--- config.mk ---
export PLATFORM = sky130hd
export DESIGN_NAME = conditional_branch_unit
export DESIGN_NICKNAME = d
export VERILOG_FILES = /design/src/branch_pkg.sv /design/src/cond_if.sv /design/src/branch_condition.sv /design/src/conditional_branch_unit.sv
export SDC_FILE = /design/constraint.sdc
export NUM_CORES = 1
export LEC_CHECK = 0
export BUFFER_PORTS_ARGS = -buffer_cell sky130_fd_sc_hd__buf_2
export CORE_ASPECT_RATIO = 0.5
export CORE_MARGIN = 1.5
export CORE_UTILIZATION = 50
export DETAILED_ROUTE_END_ITERATION = 10
export GPL_TIMING_DRIVEN = 0
export PLACE_DENSITY = 0.77
export SETUP_SLACK_MARGIN = 0.02
export SLEW_MARGIN = 30
export SYNTH_ARGS = -nofsm -noshare
export SYNTH_HDL_FRONTEND = slang
export SYNTH_SLANG_ARGS = --single-unit
export TNS_END_PERCENT = 1
--- constraint.sdc ---
create_clock -name ref_clk -period 2 [get_ports ref_clk]
set_input_delay 0.2 -clock ref_clk [delete_from_list [all_inputs] [get_ports ref_clk]]
set_output_delay 0.2 -clock ref_clk [all_outputs]
set_load 0.005 [all_outputs]
--- src/branch_pkg.sv ---
package branch_pkg;
    // status register layout, bit positions
    localparam int status_width = 8;
    localparam logic [2:0] carry_bit = 3'h0;
    localparam logic [2:0] zero_bit = 3'h1;
    // program counter and offset widths
    localparam int pc_width_default = 16;
    localparam int offset_width_default = 7;
    localparam logic [15:0] pc_reset = 16'h0000;
    // cycles taken by a branch
    localparam int cycles_not_taken = 1;
    localparam int cycles_taken = 2;
    // branch kinds issued by the decoder
    typedef enum logic [2:0] {
        op_none = 3'h0,
        branch_on_status_bit_set = 3'h1,
        branch_on_status_bit_clear = 3'h2,
        branch_if_equal = 3'h3,
        branch_if_not_equal = 3'h4,
        branch_if_carry_set = 3'h5,
        branch_if_carry_clear = 3'h6
    } branch_op_type;
    // sequencer states, gray along fetch -> second cycle
    typedef enum logic {
        st_ready = 1'b0,
        st_second = 1'b1
    } seq_state_type;
endpackage : branch_pkg

--- src/cond_if.sv ---
`timescale 1ns/1ps
interface cond_if;
    branch_pkg::branch_op_type op;
    logic [2:0] bit_select;
    logic [7:0] status_register;
    logic take;
    modport eval (input op, input bit_select, input status_register, output take);
    modport user (output op, output bit_select, output status_register, input take);
endinterface : cond_if

--- src/branch_condition.sv ---
`timescale 1ns/1ps
module branch_condition (
    cond_if.eval c
);
    logic sel_bit;

    // pick the tested flag, then compare against the wanted polarity
    always_comb begin
        sel_bit = c.status_register[c.bit_select];
        unique case (c.op)
            branch_pkg::branch_on_status_bit_set: c.take = sel_bit; // see [RL1]
            branch_pkg::branch_on_status_bit_clear: c.take = ~sel_bit; // see [RL2]
            branch_pkg::branch_if_equal: c.take = c.status_register[branch_pkg::zero_bit]; // see [RL3]
            branch_pkg::branch_if_not_equal: c.take = ~c.status_register[branch_pkg::zero_bit]; // see [RL4]
            branch_pkg::branch_if_carry_set: c.take = c.status_register[branch_pkg::carry_bit]; // see [RL5]
            branch_pkg::branch_if_carry_clear: c.take = ~c.status_register[branch_pkg::carry_bit]; // see [RL6]
            default: c.take = 1'b0;
        endcase
    end
endmodule : branch_condition

--- src/conditional_branch_unit.sv ---
// Function
// [RL1] status bit set: pc gets pc+k+1
// [RL2] status bit clear: pc gets pc+k+1
// [RL3] zero flag set: jump by k+1
// [RL4] zero flag clear: jump by k+1
// [RL5] carry flag set: jump by k+1
// [RL6] carry flag clear: jump by k+1
// [RL7] branches never alter status flags
// [RL8] one cycle untaken, two cycles taken
`timescale 1ns/1ps
module conditional_branch_unit #(
    parameter int pc_width = branch_pkg::pc_width_default,
    parameter int offset_width = branch_pkg::offset_width_default
) (
    input wire logic ref_clk,
    input wire logic rstn,
    input wire logic issue,
    input wire branch_pkg::branch_op_type op,
    input wire logic [2:0] bit_select,
    input wire logic [offset_width-1:0] offset,
    input wire logic [branch_pkg::status_width-1:0] status_in,
    output logic ready,
    output logic done,
    output logic taken,
    output logic [pc_width-1:0] pc,
    output logic [branch_pkg::status_width-1:0] status_out
);
    // refuse widths the sign extension and pc port cannot serve
    if (pc_width < 2 || pc_width > 16 || offset_width < 2 || offset_width >= pc_width) begin : g_bad_width
        $error("conditional_branch_unit: unsupported widths");
    end

    cond_if c ();
    branch_pkg::seq_state_type state;
    branch_pkg::seq_state_type next_state;
    logic [pc_width-1:0] next_pc;
    logic [pc_width-1:0] target;
    logic [pc_width-1:0] next_target;
    logic next_done;
    logic next_taken;
    logic accept;

    assign c.op = op;
    assign c.bit_select = bit_select;
    assign c.status_register = status_in;

    branch_condition u_cond (
        .c(c.eval)
    );

    // a taken branch blocks new issue during its second cycle
    assign ready = (state == branch_pkg::st_ready);
    assign accept = issue && ready && (op != branch_pkg::op_none);
    // flags pass straight through; no path here writes them
    assign status_out = status_in; // see [RL7]

    // sequencer and program counter next values
    always_comb begin
        next_state = state;
        next_pc = pc;
        next_target = target;
        next_done = 1'b0;
        next_taken = 1'b0;
        unique case (state)
            branch_pkg::st_ready: begin
                if (accept) begin
                    // sign-extended offset plus one, wraps in the pc width
                    next_target = pc + pc_width'(signed'(offset)) + pc_width'(1);
                    if (c.take) begin
                        next_state = branch_pkg::st_second; // see [RL8]
                    end else begin
                        next_pc = pc + pc_width'(1); // see [RL8]
                        next_done = 1'b1;
                    end
                end
            end
            branch_pkg::st_second: begin
                // load happens on the second cycle, as the fetch is flushed
                next_pc = target; // see [RL1] see [RL3] see [RL5]
                next_done = 1'b1;
                next_taken = 1'b1;
                next_state = branch_pkg::st_ready;
            end
        endcase
    end

    // register state, pc, target, done and taken; synchronous reset
    always_ff @(posedge ref_clk) begin
        if (!rstn) begin
            state <= branch_pkg::st_ready;
            pc <= pc_width'(branch_pkg::pc_reset);
            target <= '0;
            done <= 1'b0;
            taken <= 1'b0;
        end else begin
            state <= next_state;
            pc <= next_pc;
            target <= next_target;
            done <= next_done;
            taken <= next_taken;
        end
    end
endmodule : conditional_branch_unit

==> results of run 1 <==
[worst reg2reg max path, cell delays in order (launching register included)]
cell	delay, ns
dfxtp_1	0.44
ha_1	0.31
o21ai_0	0.29
a32oi_4	0.11
a2111oi_4	0.37
o21ai_1	0.14
xnor2_1	0.15
a211oi_2	0.23
[per-stage QoR]
stage / setup WS [ns] / setup TNS, ns / instance area (µm²) / utilization / cells
3_3_place_gp: -0.316 / -4.03 / 2850 / 0.620 / 418
5_1_grt: -0.251 / -1.67 / 3170 / 0.689 / 432
6_report: -0.105 / -0.516 / 3170 / 0.689 / 432
4_1_cts: -0.105 / -0.367 / 3030 / 0.659 / 428
3_5_place_dp: -0.391 / -4.85 / 2850 / 0.620 / 418
2_1_floorplan: 0.00634 / 0 / 2510 / - / 302
[area by class of cell]
cell class | instances | area (µm²)
clock buffer | 6 | 72.6
timing repair buffer | 57 | 307
fill | 364 | 1430
tap | 66 | 82.6
multi-input combinational | 234 | 1820
sequential | 35 | 709
clock inverter | 2 | 12.5
buffer | 22 | 126
inverter | 10 | 37.5
[layer usage]
metal / vias up / routed length [µm]
li1: 1234 / -
met1: 1233 / 3210
met2: 105 / 3210
met3: 17 / 462
met4: 0 / 145
met5: - / 0
[power breakdown]
part	switching [mW]	total, mW	internal, mW
clock	0.289	0.533	0.244
combinational	0.294	0.541	0.247
sequential	0.0431	0.792	0.749
[worst min path at each step]
| stage | startpoint | endpoint | slack [ns] | cells after the start |
|---|---|---|---|---|
| 2_1_floorplan | target[10]$_SDFFE_PN0P_ | target[10]$_SDFFE_PN0P_ | 0.43 | 2 |
| 3_3_place_gp | target[9]$_SDFFE_PN0P_ | target[9]$_SDFFE_PN0P_ | 0.44 | 2 |
| 3_5_place_dp | target[9]$_SDFFE_PN0P_ | target[9]$_SDFFE_PN0P_ | 0.44 | 2 |
| 4_1_cts | rstn | state$_SDFF_PP0_ | 0.29 | 3 |
| 5_1_grt | rstn | state$_SDFF_PP0_ | 0.26 | 3 |
| 6_report | rstn | state$_SDFF_PP0_ | 0.26 | 3 |
[registers in the layout, summed over array words and instances, names as in the netlist]
| register | flops |
|---|---|
| state | 1 |
| pc | 16 |
| done | 1 |
| target | 16 |
| taken | 1 |
[cells by family after synthesis]
logic type,Yosys count,synth area share
muxes,8,0.0516
and+or+nand+nor,97,0.208
adders and majority gates,17,0.0881
buffers and inverters,33,0.0661
AOI/OAI and AO/OA,89,0.225
xor gates and xnor gates,23,0.0806
DFF,35,0.280
[cell usage after synthesis, drive strengths merged (4+ instances only)]
cell type	number
o21ai	24
o21bai	4
a21oi	26
nand4	9
buf	13
a211oi	4
dfxtp	35
ha	16
and3	7
clkbuf	10
nor3	4
nor2	17
xor2	13
o311ai	4
nor2b	5
nand2	27
nand3	12
a21o	6
inv	9
xnor2	10
[repair_timing]
item / 4_1_cts / 5_1_grt
endpoints found under the setup margin: 12 / 24
gates resized for setup: 21 / 19
pin swaps: 14 / 9
buffers inserted: 3 / 4
cloned: 0 / 0
==> results by group, run 1 <==
Route
  • ANT nets after route: 0
  • Final wirelength: 7030 µm
  • Via density: 5.99
  • Vias: 2589
  • Routed len/inst: 16.3 µm
  • Drc violations: 0
  • Initial DRC Count: 147
  • Drt first pass iters: 5

Finish
  • Layout Area Growth over Synthesis: 26.7%
  • Commonest non-fill, non-tap cell in the layout: buf_2
  • Final #Nets: 406
  • Most frequent cells in the layout: buf_2, dfxtp_1, nand2_1
  • Layout cells sized above 1: 0.317
  • Antenna Cells: 0

Placement
  • # port buffers: 50
  • Gpl congestion: 0.858
  • Hpwl dp: 5110 µm

Setup path
  • Worst setup path startpoint: pc[5]$_SDFFE_PN0P_
  • Worst reg2reg startpoint: pc[5]$_SDFFE_PN0P_
  • Type of the worst setup path: reg -> reg
  • FF-to-FF path depth: 7
  • Critical path buffers and inverters: 0
  • R2r setup slk: -0.11 ns
  • CP arrival: 2.32 ns
  • CP top delay family: compound AO/OA/AOI/OAI gates
  • Crit Reg-Reg Endpoint: target[15]$_SDFFE_PN0P_
  • CP cell instances: ha_1 -> o21ai_0 -> a32oi_4 -> a2111oi_4 -> o21ai_1 -> xnor2_1 -> a211oi_2
  • WP depth: 7
  • Max Fanout on Critical Path: 5
  • End of the critical path: target[15]$_SDFFE_PN0P_
  • Crit path largest cell delay: 0.44 ns
  • Crit-path slowest cell: dfxtp_1
  • Startpoint types: flop
  • CP endpoint kind: flop
  • Worst path required time: 2.22 ns

Clock network
  • Clock root cell: clkbuf_8
  • Clock sink count: 35
  • H-Tree Depth: 2
  • Clk_lat worst skew: 0.30 ns
  • Worst-path clk slew: 0.08 ns
  • CTS buffer count: 5
  • Clk buf depth: 2
  • Hold Buf Count CTS: 0
  • CTS tree: done

Global routing
  • Pin count of the biggest net entering global routing: 12
  • First-pass GRT wire length: 11000 µm
  • Initial antenna violation count: 0
  • GR Layer Usage met2: 0.462
  • Grt met1 use: 0.336
  • Most Used Layer, Global Route: met2
  • Total grt overflow: 0
  • Vias in the first global route: 2314
  • GRT Total Usage: 0.271
  • Met3 GRT Util: 0.0700

Synth
  • Most common flop cell mapped by yosys: dfxtp_1
  • Post-synth ARST share: 0
  • Mapped Nets: 343
  • Post-Syn Instances: 302
  • Yosys top cell area share: 0.280
  • Distinct cell type count of the synthesized netlist: 53
  • Seq/Total Area, Yosys: 0.280
  • Synth Register Bits: 35
  • Synth warn: 0
  • Post-synth top area cell: dfxtp_1
  • Post-synth EDFFs: 0
  • Main area contributors after synthesis: dfxtp_1, ha_1, a21oi_1
  • Synthesized area per cell: 8.28 µm²
  • Post-Syn Area: 2500 µm²

Status
  • Outcome: finished with violations
  • Failing checks: setup timing

Floorplanning
  • Die area: 5460 µm²
  • Die width: 103 µm
  • Die H: 53 µm
  • Area of the core: 4590 µm²
  • Io pins: 51
  • Standard-cell rows: 17
  • Initial core utilization: 0.544

STA
  • Slew headroom: 0.438
  • # setup viols final: 7
  • Hold Vio Cnt, Final: 0
  • Period utilization: 1.05
  • Fmax: 475 MHz
  • RSZ-0062 raised after global routing: true
  • Worst path setup slack after routing: -0.105 ns
  • Tmin final: 2.11 ns
  • Clock skew: 0.00918 ns
  • Slew @ Worst Pin: 0.835 ns
  • Max-slew violations: 0
  • Worst Hold Slack: 0.264 ns

Power and ir drop
  • Pwr Total: 1.87 mW
  • Leakage power: 1.37 nW
  • VDD IR max: 0.278 mV
  • Power per cell area: 589 nW/µm²

Hold path
  • Hold Path Class: in -> reg

Flow run
  • Max_cap viols: 0
Note: power is estimated with default switching activity, not from simulation.
==> run 2: changes to the inputs <==
BUFFER_PORTS_ARGS = -buffer_cell sky130_fd_sc_hd__clkbuf_2   (was -buffer_cell sky130_fd_sc_hd__buf_2)
==> run 2 against run 1 <==
Effect of this change:
- highest routed layer unchanged
- sequential share of layout area shrank 0.28 points
- largest cell class unchanged
- first-iteration DRC count shrank 14%
- critical path depth grew 4
- critical path type unchanged
- the run still ends with setup timing left
==> results by group, run 2 (synthesis results as in run 1) <==
Placement
  • Placed Instance Area: 2850 µm²
  • Setup slack at placement: -0.418 ns
  • Post-Place Cells: 418
  • Gpl congestion: 0.858
  • Hpwl dp: 5020 µm
  • # port buffers: 50

Finish
  • Leading registers by flop count: pc x16, target x16
  • Finished Cell Area: 3210 µm²
  • Non-filler cells, final: 435
  • Layout cells sized above 1: 0.325
  • Layout Area Growth over Synthesis: 28.5%
  • Final #Nets: 409
  • Storage element area: 711 µm²
  • Most frequent cells in the layout: clkbuf_2, dfxtp_1, nand2_1
  • Antenna Cells: 0
  • Commonest non-fill, non-tap cell in the layout: clkbuf_2
  • Fill count: 354
  • Area of the multi-input gates: 1830 µm²

Setup path
  • Type of the worst setup path: reg -> reg
  • Max Fanout on Critical Path: 2
  • Startpoint types: flop
  • CP endpoint kind: flop
  • Worst path required time: 2.24 ns
  • CP arrival: 2.31 ns

Global routing
  • Pin count of the biggest net entering global routing: 12
  • Total grt overflow: 0
  • First-pass GRT wire length: 10500 µm
  • Initial antenna violation count: 0
  • GRT Total Usage: 0.262
  • Vias in the first global route: 2279

Power and ir drop
  • Seq pwr share: 0.421
  • VDD IR max: 0.285 mV
  • Clock power frac: 0.278
  • Power per cell area: 584 nW/µm²
  • Sw frac: 0.331
  • Internal Power: 1.26 mW
  • Sw power: 621 µW
  • Leakage power: 1.37 nW
  • Combinational fraction of design power: 0.301
  • Pwr Total: 1.88 mW

Route
  • Drt first pass iters: 5
  • Via density: 5.90
  • Routed len/inst: 15.8 µm
  • ANT nets after route: 0
  • Vias: 2565
  • Final wirelength: 6880 µm
  • Drc violations: 0
  • Initial DRC Count: 127

STA
  • Worst path setup slack after routing: -0.0679 ns
  • # setup viols final: 7
  • Tmin final: 2.07 ns
  • Period utilization: 1.03
  • Max-slew violations: 0
  • Fin Setup TNS: -0.234 ns
  • Clock skew: 0.00795 ns
  • Slew @ Worst Pin: 0.888 ns
  • Slew headroom: 0.403
  • RSZ-0062 raised after global routing: true
  • Fmax: 484 MHz
  • Hold Vio Cnt, Final: 0

Clock network
  • Hold Buf Count CTS: 0
  • CTS tree: done
  • Clk buf depth: 2
  • H-Tree Depth: 2
  • Clk_lat worst skew: 0.30 ns
  • Clock sink count: 35
  • CTS buffer count: 5
  • Clock root cell: clkbuf_8
  • Worst-path clk slew: 0.08 ns

Floorplanning
  • Die H: 53 µm
  • Standard-cell rows: 17
  • Die width: 103 µm
  • Die area: 5460 µm²
  • Initial core utilization: 0.544
  • Area of the core: 4590 µm²
  • Io pins: 51

Status
  • Failing checks: setup timing
  • Outcome: finished with violations

Flow run
  • Max_cap viols: 0

Hold path
  • Hold Path Class: in -> reg
run 2: changes by cell type in the layout (fill, tap and decap cells not counted), sizes merged:
cell	delta
clkbuf	+50
buf	-47
run 2: power by group through the flow:
stage	Clock, mW	Sequential, mW	Combinational, mW
after global placement	0	0.807	0.441
after CTS	0.518	0.788	0.513
final	0.521	0.791	0.565
after global routing	0.545	0.796	0.616
after detailed placement	0	0.808	0.453
after floorplan	0	0.798	0.321
run 2: final timing paths:
| check | startpoint | endpoint | slack [ns] | depth (start not counted) |
|---|---|---|---|---|
| setup / recovery | pc[0]$_SDFFE_PN0P_ | target[14]$_SDFFE_PN0P_ | -0.07 | 11 |
| hold / removal | rstn | state$_SDFF_PP0_ | 0.26 | 3 |
| setup reg to reg | pc[0]$_SDFFE_PN0P_ | target[14]$_SDFFE_PN0P_ | -0.07 | 11 |
| hold reg to reg | target[6]$_SDFFE_PN0P_ | target[6]$_SDFFE_PN0P_ | 0.45 | 2 |
run 2: worst max-delay path, stage by stage (launching register included):
cell,delay [ns]
dfxtp_2,0.35
inv_2,0.05
ha_4,0.16
inv_2,0.06
fa_2,0.23
a21oi_2,0.08
o21a_1,0.21
nor3_2,0.21
o21ai_2,0.09
a31oi_1,0.15
mux2_2,0.35
nand3_1,0.06
run 2: area by class of cell:
cell class,count,share of cell area
clock buffer,6,0.0226
sequential,35,0.221
buffer,22,0.0401
clock inverter,2,0.00389
timing repair buffer,60,0.105
tap,66,0.0257
multi-input combinational,234,0.570
inverter,10,0.0117
run 2: through the flow:
step                      hold slack, ns  utilization
after detailed placement           0.441        0.620
after global placement             0.439        0.620
after CTS                          0.288        0.676
final                              0.262        0.699
after floorplan                    0.429            -
after global routing               0.288        0.699
run 2: what timing repair did:
item / CTS / global route
pin swaps: 21 / 12
endpoints found under the setup margin: 12 / 27
setup buffers: 10 / 1
gates resized for setup: 23 / 23
run 2: per-layer routing:
layer	track usage	wire, µm	vias up
met5	0	0	-
met4	0.108	146	0
met3	0.0528	497	15
met2	0.452	3100	106
met1	0.323	3140	1203
li1	-	-	1241
==> run 3: changes to the inputs <==
==> constraint.sdc (replaced) <==
create_clock -name ref_clk -period 2 [get_ports ref_clk]
set_input_delay 0.4 -clock ref_clk [delete_from_list [all_inputs] [get_ports ref_clk]]
set_output_delay 0.4 -clock ref_clk [all_outputs]
set_load 0.005 [all_outputs]
==> run 3 against run 2 <==
Effect of this change:
- the flow still finishes with violations (setup timing)
- die area stayed put
- utilization is 1.9 points higher
- total power is 1.7% higher
- worst setup slack worse by 0.0092 ns
==> results by group, run 3 (synthesis results as in run 1) <==
Floorplanning
  • Die area: 5460 µm²
  • Area of the core: 4590 µm²
  • Io pins: 51
  • Die width: 103 µm
  • Initial core utilization: 0.544
  • Standard-cell rows: 17
  • Die H: 53 µm

Clock network
  • Clock root cell: clkbuf_8
  • CTS buffer count: 5
  • Clk_lat worst skew: 0.29 ns
  • Hold Buf Count CTS: 0
  • Worst-path clk slew: 0.07 ns
  • CTS tree: done
  • H-Tree Depth: 2
  • Clock sink count: 35
  • Clk buf depth: 2

Power and ir drop
  • Seq pwr share: 0.414
  • Clock power frac: 0.273
  • Leakage power: 1.41 nW
  • Combinational fraction of design power: 0.313
  • Power per cell area: 578 nW/µm²
  • Internal Power: 1.31 mW
  • VDD IR max: 0.357 mV
  • Sw frac: 0.315
  • Sw power: 602 µW
  • Pwr Total: 1.91 mW

Global routing
  • Initial antenna violation count: 0
  • Vias in the first global route: 2330
  • GRT Total Usage: 0.265
  • Pin count of the biggest net entering global routing: 11
  • Total grt overflow: 0
  • First-pass GRT wire length: 11000 µm

Placement
  • # port buffers: 50
  • Hpwl dp: 4950 µm
  • Setup slack at placement: -0.518 ns
  • Gpl congestion: 0.813

STA
  • Fmax: 481 MHz
  • Clock skew: 0.00631 ns
  • # setup viols final: 12
  • Hold Vio Cnt, Final: 0
  • Max-slew violations: 0
  • Slew headroom: 0.563
  • RSZ-0062 raised after global routing: true
  • Tmin final: 2.08 ns
  • Slew @ Worst Pin: 0.654 ns
  • Worst path setup slack after routing: -0.0771 ns
  • Period utilization: 1.04

Finish
  • Antenna Cells: 0
  • Fill count: 337
  • Area of the multi-input gates: 1850 µm²
  • Leading registers by flop count: pc x16, target x16
  • Most frequent cells in the layout: clkbuf_2, dfxtp_1, nand2_1
  • Commonest non-fill, non-tap cell in the layout: clkbuf_2
  • Storage element area: 714 µm²
  • Final #Nets: 412
  • Layout Area Growth over Synthesis: 32.0%
  • Layout cells sized above 1: 0.345

Hold path
  • Hold Path Class: reg -> reg

Setup path
  • Startpoint types: input port
  • Worst path required time: 2.15 ns
  • Critical path buffers and inverters: 2
  • Max Fanout on Critical Path: 5
  • Type of the worst setup path: in -> reg
  • CP endpoint kind: flop
  • Crit-path slowest cell: mux4_2
  • CP top delay family: multiplexers
  • R2r setup slk: -0.03 ns
  • CP cell instances: buf_8 -> mux4_2 -> mux2i_4 -> nor4b_4 -> buf_4 -> o2111ai_1 -> xnor2_1 -> mux2i_1 -> nor2_1
  • CP arrival: 2.23 ns
  • Crit path largest cell delay: 0.52 ns

Route
  • Via density: 5.97
  • Initial DRC Count: 104
  • Drt first pass iters: 5
  • Vias: 2609
  • Drc violations: 0
  • ANT nets after route: 0
  • Final wirelength: 7200 µm
  • Routed len/inst: 16.5 µm

Status
  • Failing checks: setup timing
  • Outcome: finished with violations

Flow run
  • Max_cap viols: 0
-- run 3: cell count changes in the layout (fill, tap and decap cells not counted), sizes merged --
cell,previous run,this run
buf,22,27
clkbuf,66,64
clkinvlp,1,0
-- run 3: power by group through the flow --
stage                     clock, mW  combinational (mW)  sequential [mW]
after floorplan                   0               0.319            0.798
after CTS                     0.522               0.534            0.790
after global placement            0               0.438            0.807
after detailed placement          0               0.453            0.808
final                         0.521               0.597            0.790
after global routing          0.561               0.649            0.795
-- run 3: layout make-up --
type | instances | area share
clock buffer | 6 | 0.0250
inverter | 10 | 0.0114
buffer | 22 | 0.0394
sequential | 35 | 0.216
tap | 66 | 0.0250
multi-input combinational | 234 | 0.562
timing repair buffer | 63 | 0.119
clock inverter | 1 | 0.00152
-- run 3: routing by layer --
layer	track usage	vias to the layer above	share of wire
li1	-	1246	-
met1	0.340	1223	0.44
met2	0.462	122	0.47
met3	0.0542	18	0.065
met4	0.0608	0	0.021
met5	0	-	0
-- run 3: path summary, 6_finish.rpt --
path,end,cells after the start,start
worst min register to register,target[10]$_SDFFE_PN0P_,2,target[10]$_SDFFE_PN0P_
worst max-delay path,pc[6]$_SDFFE_PN0P_,9,bit_select[0]
worst max register to register,target[15]$_SDFFE_PN0P_,7,pc[5]$_SDFFE_PN0P_
worst min-delay path,target[10]$_SDFFE_PN0P_,2,target[10]$_SDFFE_PN0P_
-- run 3: worst min-delay path, cell delays in order (launching register included) --
cell,delay (ns)
dfxtp_1,0.31
nand2_1,0.05
a21oi_1,0.05
-- run 3: stage by stage --
| step | area, µm² | setup TNS, ns | utilization | std cells | hold slack (ns) |
|---|---|---|---|---|---|
| 3_3_place_gp | 2830 | -8.33 | 0.616 | 418 | 0.440 |
| 2_1_floorplan | 2500 | -0.534 | - | 302 | 0.429 |
| 4_1_cts | 3160 | -0.526 | 0.688 | 434 | 0.456 |
| 6_report | 3300 | -0.333 | 0.718 | 437 | 0.458 |
| 5_1_grt | 3300 | -2.75 | 0.718 | 437 | 0.479 |
| 3_5_place_dp | 2830 | -9.74 | 0.616 | 418 | 0.444 |
-- run 3: timing repair --
item,in CTS,in global routing
setup buffers,10,3
gates resized for setup,38,26
cloned,0,1
endpoints found under the setup margin,23,31
pin swaps,26,18
